### config.mk
export PLATFORM = sky130hd
export DESIGN_NAME = pbmc_ctrl
export DESIGN_NICKNAME = d
export VERILOG_FILES = /design/src/verilog/pbmc_pkg.sv /design/src/verilog/pbmc_ctrl.sv /design/src/verilog/pbmc_strap_sync.sv
export SDC_FILE = /design/constraint.sdc
export NUM_CORES = 1
export LEC_CHECK = 0
export BUFFER_PORTS_ARGS = -buffer_cell sky130_fd_sc_hd__buf_2
export CAP_MARGIN = 20
export CELL_PAD_IN_SITES_DETAIL_PLACEMENT = 0
export CELL_PAD_IN_SITES_GLOBAL_PLACEMENT = 2
export CORE_MARGIN = 3
export CORE_UTILIZATION = 35
export CTS_BUF_LIST = sky130_fd_sc_hd__clkbuf_4 sky130_fd_sc_hd__clkbuf_8
export DETAILED_ROUTE_END_ITERATION = 6
export HOLD_SLACK_MARGIN = 0.08
export PLACE_DENSITY = 0.9
export SETUP_SLACK_MARGIN = 0.4
export SYNTH_ARGS = -nofsm -noshare
export SYNTH_HDL_FRONTEND = slang
export SYNTH_SLANG_ARGS = --single-unit
### constraint.sdc
create_clock -name clk -period 2.2 [get_ports clk]
set_clock_uncertainty 0.05 [all_clocks]
set_input_delay 0.33 -clock clk [delete_from_list [all_inputs] [get_ports clk]]
set_output_delay 0.33 -clock clk [all_outputs]
set_load 0.01 [all_outputs]
### src/verilog/pbmc_pkg.sv
// Purpose: Constants for the basic mode control register block.
// Assumes: 16-bit register at management address zero.
// Notes: Field positions, reset values and timing counts live here.
package pbmc_pkg;
    localparam logic [4:0] BMC_ADDR = 5'h00;     // Register address
    localparam int SWRST_BIT = 15;               // Software reset
    localparam int LOOP_BIT = 14;                // Loopback
    localparam int SPEED_BIT = 13;               // Speed select
    localparam int ANEN_BIT = 12;                // Auto-negotiation enable
    localparam int PDOWN_BIT = 11;               // Power down
    localparam int ISO_BIT = 10;                 // Isolate
    localparam int RSTAN_BIT = 9;                // Restart negotiation
    localparam int DUPLEX_BIT = 8;               // Duplex mode
    localparam int COLTEST_BIT = 7;              // Collision test
    localparam logic [15:0] BMC_RST = 16'h0000;  // Non-strapped bits at reset
    localparam int CLK_MHZ = 50;                 // Clock rate
    localparam int DEAD_US = 500;                // Loopback dead time, us
    localparam int DEAD_CYC = DEAD_US * CLK_MHZ; // Dead time in cycles
    localparam int SWRST_CYC = 16;               // Software reset duration
    typedef enum logic [1:0] {
        PBMC_IDLE = 2'b00,
        PBMC_SWRST = 2'b01,
        PBMC_DEAD = 2'b10
    } pbmc_state_e;
endpackage

### src/verilog/pbmc_ctrl.sv
// Purpose: Basic mode control register with its control outputs.
// Assumes: A management frame engine supplies decoded accesses.
// Notes: Strap pins are sampled after reset release and on soft reset.
`timescale 1ns/10ps
// How it works
// - Bit 15 starts reset, self-clears when done
// - Soft reset reloads straps like hard reset
// - Loopback bit routes transmit to receive
// - Loopback enable gives receive dead period
// - Speed bit picks 100 or 10 Mb/s
// - Speed and duplex outputs follow their bits even with negotiation enabled
// - Negotiation enable reset value from strap
// - Fiber mode clears negotiation enable at strap load; writes can still set it
// - Power down keeps register access alive
// - Isolate disconnects MAC, management still works
// - Restart only acts while negotiation enabled
// - Restart reads one until negotiation starts
// - Clearing restart never disturbs running negotiation
// - Duplex bit picks full or half
module pbmc_ctrl
    import pbmc_pkg::*;
#(
    parameter int DEAD_CYCLES = DEAD_CYC,  // Loopback dead time in cycles
    parameter int SWRST_CYCLES = SWRST_CYC // Software reset length
) (
    input wire logic clk,              // 50 MHz clock
    input wire logic nrst,             // Synchronous reset, low
    input wire logic wr_en,            // Management write, one pulse
    input wire logic rd_en,            // Management read, one pulse
    input wire logic [4:0] reg_addr,   // Management register address
    input wire logic [15:0] wr_data,   // Write data
    input wire logic strap_speed,      // Speed strap pin
    input wire logic strap_duplex,     // Duplex strap pin
    input wire logic strap_an_en,      // Negotiation enable strap pin
    input wire logic fiber_mode_enable,// Fiber mode pin
    input wire logic an_started,       // Negotiation engine has begun
    output logic [15:0] rd_data,       // Read data, held
    output logic rd_valid,             // Read data valid pulse
    output logic core_reset,           // Datapath soft reset level
    output logic loopback_en,          // Transmit to receive loopback
    output logic speed_100,            // Effective forced speed
    output logic full_duplex,          // Effective forced duplex
    output logic an_enable,            // Negotiation enabled
    output logic an_restart,           // Negotiation restart pulse
    output logic power_down,           // Transceiver power down
    output logic isolate,              // MAC interface isolated
    output logic rx_dead               // Receive data not yet valid
);
    logic [3:0] strap_lv;             // Synchronised straps
    logic [15:0] reg_q, reg_d;        // Register image
    pbmc_state_e st_q, st_d;          // Sequencer state
    logic [15:0] cnt_q, cnt_d;        // Duration counter
    logic ld_q, ld_d;                 // Strap load pending after reset
    logic rst_seen_q, rst_seen_d;     // Restart forwarded, awaiting start
    logic [15:0] rdd_q, rdd_d;        // Read data register
    logic rdv_q, rdv_d;               // Read valid register
    logic arq_q, arq_d;               // Restart pulse register
    logic dead_q, dead_d;             // Receive dead flag register
    logic wr_hit, rd_hit;             // Address-decoded strobes

    pbmc_strap_sync #(.W(4)) u_sync (
        .clk(clk),
        .nrst(nrst),
        .pin({fiber_mode_enable, strap_an_en, strap_duplex, strap_speed}),
        .level(strap_lv)
    );

    // Strap image of the whole register
    function automatic logic [15:0] strap_img(input logic [3:0] s);
        logic [15:0] v;
        v = BMC_RST;
        v[SPEED_BIT] = s[0];
        v[DUPLEX_BIT] = s[1];
        v[ANEN_BIT] = s[2] & ~s[3];
        return v;
    endfunction

    assign wr_hit = wr_en && (reg_addr == BMC_ADDR);
    assign rd_hit = rd_en && (reg_addr == BMC_ADDR);

    // Register, sequencer and self-clear next state
    always_comb begin
        reg_d = reg_q;
        st_d = st_q;
        cnt_d = cnt_q;
        ld_d = ld_q & (st_q == PBMC_SWRST);
        rst_seen_d = rst_seen_q;
        arq_d = 1'b0;
        rdv_d = rd_hit;
        rdd_d = rd_hit ? reg_q : rdd_q;
        // Straps settle through the sync chain before loading
        if (ld_q) begin
            reg_d = strap_img(strap_lv);
        end
        // Writes land in idle and in dead time alike; a running soft
        // reset drops them so that its re-strap is not undone
        if (wr_hit && st_q != PBMC_SWRST) begin
            // Write applied when the frame completes
            reg_d[15:7] = wr_data[15:7];
            reg_d[6:0] = 7'h00;
            // Restart only with negotiation enabled
            if (wr_data[RSTAN_BIT] && wr_data[ANEN_BIT]) begin
                arq_d = 1'b1;
                rst_seen_d = 1'b1;
            end else begin
                // Clearing bit 9 leaves the engine untouched
                reg_d[RSTAN_BIT] = rst_seen_q & reg_q[RSTAN_BIT];
            end
        end
        unique case (st_q)
            PBMC_IDLE: begin
                if (wr_hit) begin
                    if (wr_data[SWRST_BIT]) begin
                        st_d = PBMC_SWRST;
                        cnt_d = 16'(SWRST_CYCLES - 1);
                    end else if (wr_data[LOOP_BIT] && !reg_q[LOOP_BIT]) begin
                        st_d = PBMC_DEAD;
                        cnt_d = 16'(DEAD_CYCLES - 1);
                    end
                end
            end
            PBMC_SWRST: begin
                // Writes are dropped while the reset runs
                if (cnt_q == 16'h0000) begin
                    reg_d = strap_img(strap_lv);
                    rst_seen_d = 1'b0;
                    st_d = PBMC_IDLE;
                end else begin
                    cnt_d = cnt_q - 16'h0001;
                end
            end
            PBMC_DEAD: begin
                // A soft reset cuts the dead time short
                if (wr_hit && wr_data[SWRST_BIT]) begin
                    st_d = PBMC_SWRST;
                    cnt_d = 16'(SWRST_CYCLES - 1);
                end else if (cnt_q == 16'h0000) begin
                    st_d = PBMC_IDLE;
                end else begin
                    cnt_d = cnt_q - 16'h0001;
                end
            end
            default: st_d = PBMC_IDLE;
        endcase
        // Self-clear once the engine reports a start; a fresh restart
        // written in the same cycle wins and stays pending
        if (rst_seen_q && an_started && st_q != PBMC_SWRST && !arq_d) begin
            reg_d[RSTAN_BIT] = 1'b0;
            rst_seen_d = 1'b0;
        end
        if (st_d == PBMC_SWRST) begin
            reg_d[SWRST_BIT] = 1'b1;
        end
        // Registered so the dead flag leaves straight from a flop
        dead_d = (st_d == PBMC_DEAD);
    end

    // Register everything; reset defers strap load one cycle
    always_ff @(posedge clk) begin
        if (!nrst) begin
            reg_q <= BMC_RST;
            st_q <= PBMC_IDLE;
            cnt_q <= 16'h0000;
            ld_q <= 1'b1;
            rst_seen_q <= 1'b0;
            rdd_q <= 16'h0000;
            rdv_q <= 1'b0;
            arq_q <= 1'b0;
            dead_q <= 1'b0;
        end else begin
            reg_q <= reg_d;
            st_q <= st_d;
            cnt_q <= cnt_d;
            ld_q <= ld_d;
            rst_seen_q <= rst_seen_d;
            rdd_q <= rdd_d;
            rdv_q <= rdv_d;
            arq_q <= arq_d;
            dead_q <= dead_d;
        end
    end

    // Outputs straight from flops
    assign rd_data = rdd_q;
    assign rd_valid = rdv_q;
    assign core_reset = reg_q[SWRST_BIT];
    assign loopback_en = reg_q[LOOP_BIT];
    assign speed_100 = reg_q[SPEED_BIT];
    assign full_duplex = reg_q[DUPLEX_BIT];
    assign an_enable = reg_q[ANEN_BIT];
    assign an_restart = arq_q;
    assign power_down = reg_q[PDOWN_BIT];
    assign isolate = reg_q[ISO_BIT];
    assign rx_dead = dead_q;

    // Checks
    property p_swrst_sets;
        @(posedge clk) disable iff (!nrst)
        (st_q == PBMC_IDLE && wr_hit && wr_data[SWRST_BIT]) |=> core_reset;
    endproperty
    a_swrst_sets: assert property (p_swrst_sets)
        else $error("soft reset bit did not set");
    property p_restart_gated;
        @(posedge clk) disable iff (!nrst)
        (wr_hit && !wr_data[ANEN_BIT]) |=> !an_restart;
    endproperty
    a_restart_gated: assert property (p_restart_gated)
        else $error("restart fired with negotiation off");
    property p_loop_dead;
        @(posedge clk) disable iff (!nrst)
        (st_q == PBMC_IDLE && wr_hit && !wr_data[SWRST_BIT]
         && wr_data[LOOP_BIT] && !loopback_en) |=> rx_dead && loopback_en;
    endproperty
    a_loop_dead: assert property (p_loop_dead)
        else $error("loopback dead period missing");
    property p_rsv_zero;
        @(posedge clk) disable iff (!nrst) reg_q[6:0] == 7'h00;
    endproperty
    a_rsv_zero: assert property (p_rsv_zero)
        else $error("reserved bits not zero");
    property p_swrst_done;
        @(posedge clk) disable iff (!nrst)
        (st_q == PBMC_SWRST && cnt_q == 16'h0000) |=>
        !core_reset && an_enable == ($past(strap_lv[2]) & ~$past(strap_lv[3]));
    endproperty
    a_swrst_done: assert property (p_swrst_done)
        else $error("soft reset did not re-strap");
    property p_fiber;
        @(posedge clk) disable iff (!nrst)
        (ld_q && strap_lv[3]) |=> !an_enable;
    endproperty
    a_fiber: assert property (p_fiber)
        else $error("fiber mode left negotiation on");
    property p_rst_clear;
        @(posedge clk) disable iff (!nrst)
        (rst_seen_q && an_started && st_q != PBMC_SWRST
         && !(wr_hit && wr_data[RSTAN_BIT] && wr_data[ANEN_BIT]))
        |=> !reg_q[RSTAN_BIT];
    endproperty
    a_rst_clear: assert property (p_rst_clear)
        else $error("restart bit did not self-clear");
    property p_pd_read;
        @(posedge clk) disable iff (!nrst)
        (rd_hit && power_down) |=> rd_valid && rd_data[PDOWN_BIT];
    endproperty
    a_pd_read: assert property (p_pd_read)
        else $error("read failed in power down");
    c_swrst: cover property (@(posedge clk) st_q == PBMC_SWRST);
    c_dead: cover property (@(posedge clk) st_q == PBMC_DEAD);
    c_restart: cover property (@(posedge clk) an_restart);
endmodule

### src/verilog/pbmc_strap_sync.sv
// Purpose: Three-flop synchroniser for the strap and fiber pins.
// Assumes: Pins are asynchronous to clk.
// Notes: A change counts once stages two and three agree.
`timescale 1ns/10ps
module pbmc_strap_sync #(
    parameter int W = 4 // Number of pins
) (
    input wire logic clk,          // Clock
    input wire logic nrst,         // Synchronous reset, low
    input wire logic [W-1:0] pin,  // Raw pins
    output logic [W-1:0] level     // Filtered level
);
    logic [W-1:0] s1_q, s2_q, s3_q, lv_q; // Sync stages and held level
    logic [W-1:0] lv_d;                    // Next held level

    // Update only where the last two stages agree; while reset holds,
    // follow the third stage so settled straps are ready on release
    always_comb begin
        lv_d = lv_q;
        for (int i = 0; i < W; i++) begin
            if (!nrst || (s2_q[i] == s3_q[i])) begin
                lv_d[i] = s3_q[i];
            end
        end
    end

    // Stages keep shifting through reset; clearing them would hide the
    // strap levels from the load that follows release
    always_ff @(posedge clk) begin
        s1_q <= pin;
        s2_q <= s1_q;
        s3_q <= s2_q;
        lv_q <= lv_d;
    end

    assign level = lv_q;
endmodule
==> results of run 1 <==
==> repair_timing <==
item | in CTS | in global routing
resized for setup | 28 | 23
cloned | 0 | 0
hold buffers | 4 | 0
pin swaps | 14 | 15
endpoints found under the hold margin | 4 | 0
endpoints found under the setup margin | 31 | 30
buffers inserted | 13 | 11
==> critical path, cell delays in order, from the launching register on <==
cell,delay [ns]
dfxtp_2,0.33
or4_4,0.56
nor4_4,0.28
buf_4,0.19
buf_4,0.12
a22oi_1,0.08
o21a_1,0.19
==> final cells by class <==
class                      count  area [um2]
sequential                    71        1480
timing repair buffer         102         674
clock inverter                 7        76.3
tap                          105         131
multi-input combinational    229        1640
clock buffer                   9         124
inverter                       7        26.3
fill                         791        4150
==> flip-flops by register name (all words and copies together), names as in the netlist <==
signal        cells
an_restart        1
cnt_q            16
ld_q              1
rd_data          16
rd_valid          1
reg_q            16
rst_seen_q        1
rx_dead           1
st_q              2
u_sync.level      4
u_sync.s1_q       4
u_sync.s2_q       4
u_sync.s3_q       4
==> metrics by stage <==
step	power, mW	cell area (um2)
after floorplan	1.52	3060
after global placement	1.62	3550
after detailed placement	1.62	3550
after CTS	2.77	4000
after global routing	2.89	4150
final	2.77	4150
==> layer usage <==
| layer | part of all wire [%] | global-route usage [%] |
|---|---|---|
| met5 | 0 | 0 |
| met1 | 45 | 19.6 |
| met4 | 2.2 | 7.25 |
| met2 | 50 | 26.4 |
| met3 | 3.1 | 3.11 |
==> path summary, 6_finish.rpt <==
kind	slack, ns	to	cells after the start
max	0.29	reg_q[12]	6
max reg2reg	0.29	reg_q[12]	6
min	0.16	reg_q[10]	3
min reg2reg	0.28	u_sync.s2_q[3]	0
==> layout by cell type (no fill, tap or decap), types with 3 or more instances in the layout <==
master         Yosys  final
o31ai_1            4      4
dlygate4sd3_1      0      4
inv_2              0      3
a21oi_2            2      5
and2_1             7      7
or3_1              4      4
buf_6              1      5
a31oi_1            4      4
o211ai_1           5      5
a22o_1             3      3
a21oi_1           21     18
inv_6              0      3
xor2_1             6      6
nand3b_1           8      8
dfxtp_2            0     11
clkbuf_8           0      9
edfxtp_1           4      4
or4_4              1      5
nand3_1           10      8
o21ai_1            3      3
nand4_1            6      6
buf_2              0     48
o21ai_0            9      6
o21ai_2            0      3
ha_1               7      4
nor3_1             7      6
dfxtp_1           67     55
nand2_1           27     27
mux2i_1           19     19
nor4_4             1      3
o22ai_1            4      4
buf_4              0     45
inv_1              6      3
nor2_1            35     32
==> power by group through the flow <==
| stage | combinational [mW] | sequential, mW | clock (mW) |
|---|---|---|---|
| 6_report | 0.332 | 1.34 | 1.09 |
| 2_1_floorplan | 0.152 | 1.37 | 0 |
| 3_3_place_gp | 0.245 | 1.37 | 0 |
| 3_5_place_dp | 0.246 | 1.38 | 0 |
| 4_1_cts | 0.293 | 1.34 | 1.13 |
| 5_1_grt | 0.360 | 1.35 | 1.18 |
==> logic make-up (layout without fill, tap and decap cells) <==
family | after synthesis | count (layout)
simple gates | 132 | 132
flops | 71 | 71
compound gates | 63 | 63
buf+inv | 20 | 125
mux | 19 | 19
xor+xnor | 8 | 8
fa+ha+maj | 7 | 7
==> impl_results.md, run 1 <==
- Ys flop type: dfxtp_1
- Vias per inst: 5.19
- Multiplexer share of the synthesized area: 6.31%
- Period utilisation layout: 86.6%
- Wire per inst: 14.6 um
- Setup violators final: 0
- RSZ-0062 raised after global routing: true
- Crit end category: flop
- Combinational family with the most area after synthesis: simple AND/OR/NAND/NOR gates
- Int Power: 2.03 mW
- Synth Area in Compound Gates: 13.2%
- Worst EP required: 2.40 ns
- Clk buf depth: 2
- Total number of vias: 2749
- Clock latency on the worst-skew pair: 0.36 ns
- Sink Count: 71
- Critical path data arrival time: 2.10 ns
- Max Freq: 525 MHz
- Core area: 8300 um2
- Global route overflow: 0
- Placed Instances: 486
- Hold WS: 0.157 ns
- Die area: 9750 um2
- Share of layout cells above drive strength 1: 39.5%
- Cells after Synth: 320
- Startpoint types: flop
- Slew headroom: 65.0%
- Routed Antenna Nets: 0
- Switch Pwr: 0.742 mW
- Placer Congestion: 0.831
- Max-cap violations: 0
- Vias in the first global route: 2686
- Layout Nets: 457
- Synth Area in Simple Gates: 24.0%
- Clock buffer count from CTS: 9
- Slew Limit Fails: 0
- Synthesis-stage register bit count: 71
- First-pass DRT Iterations: 4
- 1st-iter DRT viols: 123
- Syn avg cell area: 9.41 um2
- Leakage: 1.85 nW
- Fin util: 50.0%
- Yosys top cell area share: 44.5%
- Antenna cells: 0
- Fin cells: 530
- FFs w/ async S/R, synth: 0%
- Place WS: 0.0912 ns
- Sequential share of power: 48.6%
- Maximum VDD drop: 0.339 mV
- Sequential share of the synthesized area: 48.5%
- Synth Area in XOR/XNOR: 2.33%
- Syn_nets: 357
- Comb pwr share: 12.0%
- Net Sw Frac: 26.8%
- Total track usage: 15.8%
- Hold wc startpoint: wr_data[10]
- Final-report hold violation count: 0
- Reg clk slew, reported paths: 0.09 ns
- Reg2reg start: cnt_q[8]
- Initial Utilization: 36.3%
- Hpwl dp: 5.07 mm
- Synth cell types: 50
- Die height: 98.8 um
- Initial antenna violation count: 0
- Port buffer count: 48
- Total Wirelength: 7.72 mm
- Area leader, netlist: dfxtp_1
- DRC viols: 0
- Clock network fraction of total power: 39.4%
- First-pass GRT wire length: 12.5 mm
- Slew @ Worst Pin: 0.523 ns
- Post-synth top cells: dfxtp_1, nor2_1, nand2_1
- Min Tclk post-route: 1.91 ns
- CP max FO: 4
- Die width: 98.8 um
- Synth warn: 0
- Synth top area cells: dfxtp_1, mux2i_1, nor2_1, edfxtp_1, a21oi_1
- Critical Path Source: cnt_q[8]
- Hold Path Class: in -> reg
- I/O pins: 56
- Run status: complete, no violations
- Cell with the most instances after synthesis: dfxtp_1
- CTS tree: yes
- Setup CP Type: reg -> reg
- H-tree Lvls: 3
- Post-synth EDFFs: 4
- Synthesized area: 3010 um2
- Final setup margin: 0.295 ns
- Core Rows: 33
- Largest net degree at the start of global routing: 18
- Pwr per Cell Area: 667 nW/um2
- Area delta synth->final: 37.7%
- Setup TNS: 0 ns
- CTS root buffer: clkbuf_8
- Post-synthesis adder-cell area fraction: 2.91%
(Power assumes the default switching activity.)
==> run 2: changes to the inputs <==
==> constraint.sdc (replaced) <==
create_clock -name clk -period 2.1 [get_ports clk]
set_clock_uncertainty 0.05 [all_clocks]
set_input_delay 0.21 -clock clk [delete_from_list [all_inputs] [get_ports clk]]
set_output_delay 0.21 -clock clk [all_outputs]
set_load 0.01 [all_outputs]
==> run 2 against run 1 <==
  * Critical path depth unchanged
  * Sequential share of layout area down 0.49 points
  * Largest power group unchanged
  * Cell area rose by 1.3%
  * Register-to-register slack lost 0.16 ns
  * Core utilization grew 0.65 points
  * Via count fell by 2.5%
  * Non-clock buffer count is 1 higher
  * Final cell count grew 0.19%
  * Global-route usage increased by 0.34 points
  * Critical endpoint is now reg_q[15]
==> impl_results.md, run 2 (synthesis results as in run 1) <==
- Share of layout cells above drive strength 1: 39.2% (-0.33 points)
- Most common cell after layout, fill and taps aside: dfxtp_1
- Total number of vias: 2680 (-2.5%)
- CP max FO: 7 (+3)
- Met3 Use GR: 3.96% (+0.85 points)
- I/O pins: 56 (unchanged)
- Setup CP Type: reg -> reg
- Slew @ Worst Pin: 0.491 ns (-0.0318 ns)
- Run status: complete, no violations
- Post-route cell area: 4200 um2 (+1.3%)
- Die area: 9750 um2 (unchanged)
- First-pass DRT Iterations: 4 (unchanged)
- Initial Utilization: 36.3% (unchanged)
- Met2 global-route usage: 25.6% (-0.83 points)
- Global route overflow: 0 (unchanged)
- Most frequent cells in the layout: dfxtp_1, buf_2, buf_4
- Reg2reg start: cnt_q[8]
- H-tree Lvls: 3 (unchanged)
- Area delta synth->final: 39.5%
- Maximum VDD drop: 0.448 mV (+32%)
- Hold wc startpoint: wr_data[12]
- Total Wirelength: 7.57 mm (-1.9%)
- Crit end category: flop
- Clock buffer count from CTS: 9 (unchanged)
- Die width: 98.8 um (unchanged)
- Setup TNS: 0 ns (unchanged)
- Initial antenna violation count: 0 (unchanged)
- Hold Path Class: in -> reg
- Vias per inst: 5.05 (-2.7%)
- Sink Count: 71 (unchanged)
- Routed Antenna Nets: 0 (unchanged)
- Slew headroom: 67.2% (+2.1 points)
- Pwr per Cell Area: 670 nW/um2 (+0.37%)
- Core Rows: 33 (unchanged)
- Layout Nets: 458 (+0.22%)
- CTS tree: yes
- Final-report hold violation count: 0 (unchanged)
- Largest net degree at the start of global routing: 21 (+3)
- CTS root buffer: clkbuf_8
- Clock latency on the worst-skew pair: 0.34 ns (-0.02 ns)
- Port buffer count: 48 (unchanged)
- Worst EP required: 2.29 ns (-0.11 ns)
- Max Freq: 508 MHz (-3.3%)
- Antenna cells: 0 (unchanged)
- Wire per inst: 14.3 um (-2.1%)
- Reg clk slew, reported paths: 0.09 ns (about the same)
- Critical path data arrival time: 2.16 ns (+0.06 ns)
- First-pass GRT wire length: 12.7 mm (+2.0%)
- Leakage: 1.87 nW (+0.82%)
- Top Usage Layer GRT: met2
- DRC viols: 0 (unchanged)
- Critical Path Source: cnt_q[8]
- Max-cap violations: 0 (unchanged)
- Period utilisation layout: 93.8% (+7.2 points)
- Startpoint types: flop
- Total track usage: 16.2% (+0.34 points)
- 1st-iter DRT viols: 99 (-20%)
- Core area: 8300 um2 (unchanged)
- Hpwl dp: 5.17 mm (+2.0%)
- Vias in the first global route: 2621 (-2.4%)
- Hold WS: 0.124 ns (-0.0328 ns)
- Clk buf depth: 2 (unchanged)
- Placement Cell Area: 3630 um2 (+2.2%)
- Placer Congestion: 0.850 (+2.3%)
- Slew Limit Fails: 0 (unchanged)
- Min Tclk post-route: 1.97 ns (+0.0642 ns)
- Die height: 98.8 um (unchanged)
- RSZ-0062 raised after global routing: true
- GR Util met1: 21.1% (+1.5 points)
- Setup violators final: 0 (unchanged)
==> run 2: cell count changes in the layout (fill, tap and decap cells not counted), moves of 2 or more <==
cell and delta:
buf_4 -6, dlygate4sd3_1 +4, buf_6 +2, inv_8 +2, nor2_2 -2, nor3_1 -2
nor3_2 +2, o21ai_0 +2
==> run 2: worst paths after layout <==
path | to | slack (ns) | cells past startpoint
max | reg_q[15] | 0.13 | 6
min | an_restart | 0.12 | 3
max reg2reg | reg_q[15] | 0.13 | 6
min reg2reg | u_sync.s2_q[2] | 0.28 | 0
==> run 2: cell type report <==
cell class,instances,area [um2]
clock buffers,9,124
clock inverters,7,65.1
fillers,768,4100
inverters,7,26.3
multi-input cells,229,1670
flip-flops and latches,71,1480
well taps,105,131
repair buffers,103,712
==> run 2: per-stage QoR <==
| stage | utilization [%] | total power, mW | instances | worst slack [ns] |
|---|---|---|---|---|
| after global routing | 50.6 | 2.96 | 531 | 0.0267 |
| final | 50.6 | 2.81 | 531 | 0.131 |
| after floorplan | - | 1.61 | 320 | 0.276 |
| after detailed placement | 43.8 | 1.72 | 492 | 0.102 |
| after global placement | 43.8 | 1.71 | 492 | 0.118 |
| after CTS | 49.8 | 2.84 | 527 | 0.191 |
==> run 2: power breakdown <==
part	total (mW)	switching [mW]	internal (mW)
Clock	1.04	0.584	0.457
Sequential	1.41	0.0198	1.39
Combinational	0.364	0.180	0.184
Total	2.81	0.784	2.03
==> run 2: timing repair <==
item                                    CTS  global route
hold endpoints to repair                  8             0
gates resized for setup                  37             8
setup buffers                            11             4
endpoints found under the setup margin   35            30
pin swaps                                19             7
hold buffers                              8             0
==> run 2: metal layers <==
metal,vias to the layer above,part of all wire (%)
met5,-,0
met4,0,1.7
met3,12,2.9
met2,41,49
met1,1261,46
li1,1366,-
==> run 2: critical path, cell delays in order (launching register included) <==
cell	delay (ns)
dfxtp_1	0.40
nor4_1	0.45
nand4_1	0.17
buf_6	0.16
a211oi_2	0.26
nor2_1	0.09
a221o_1	0.29
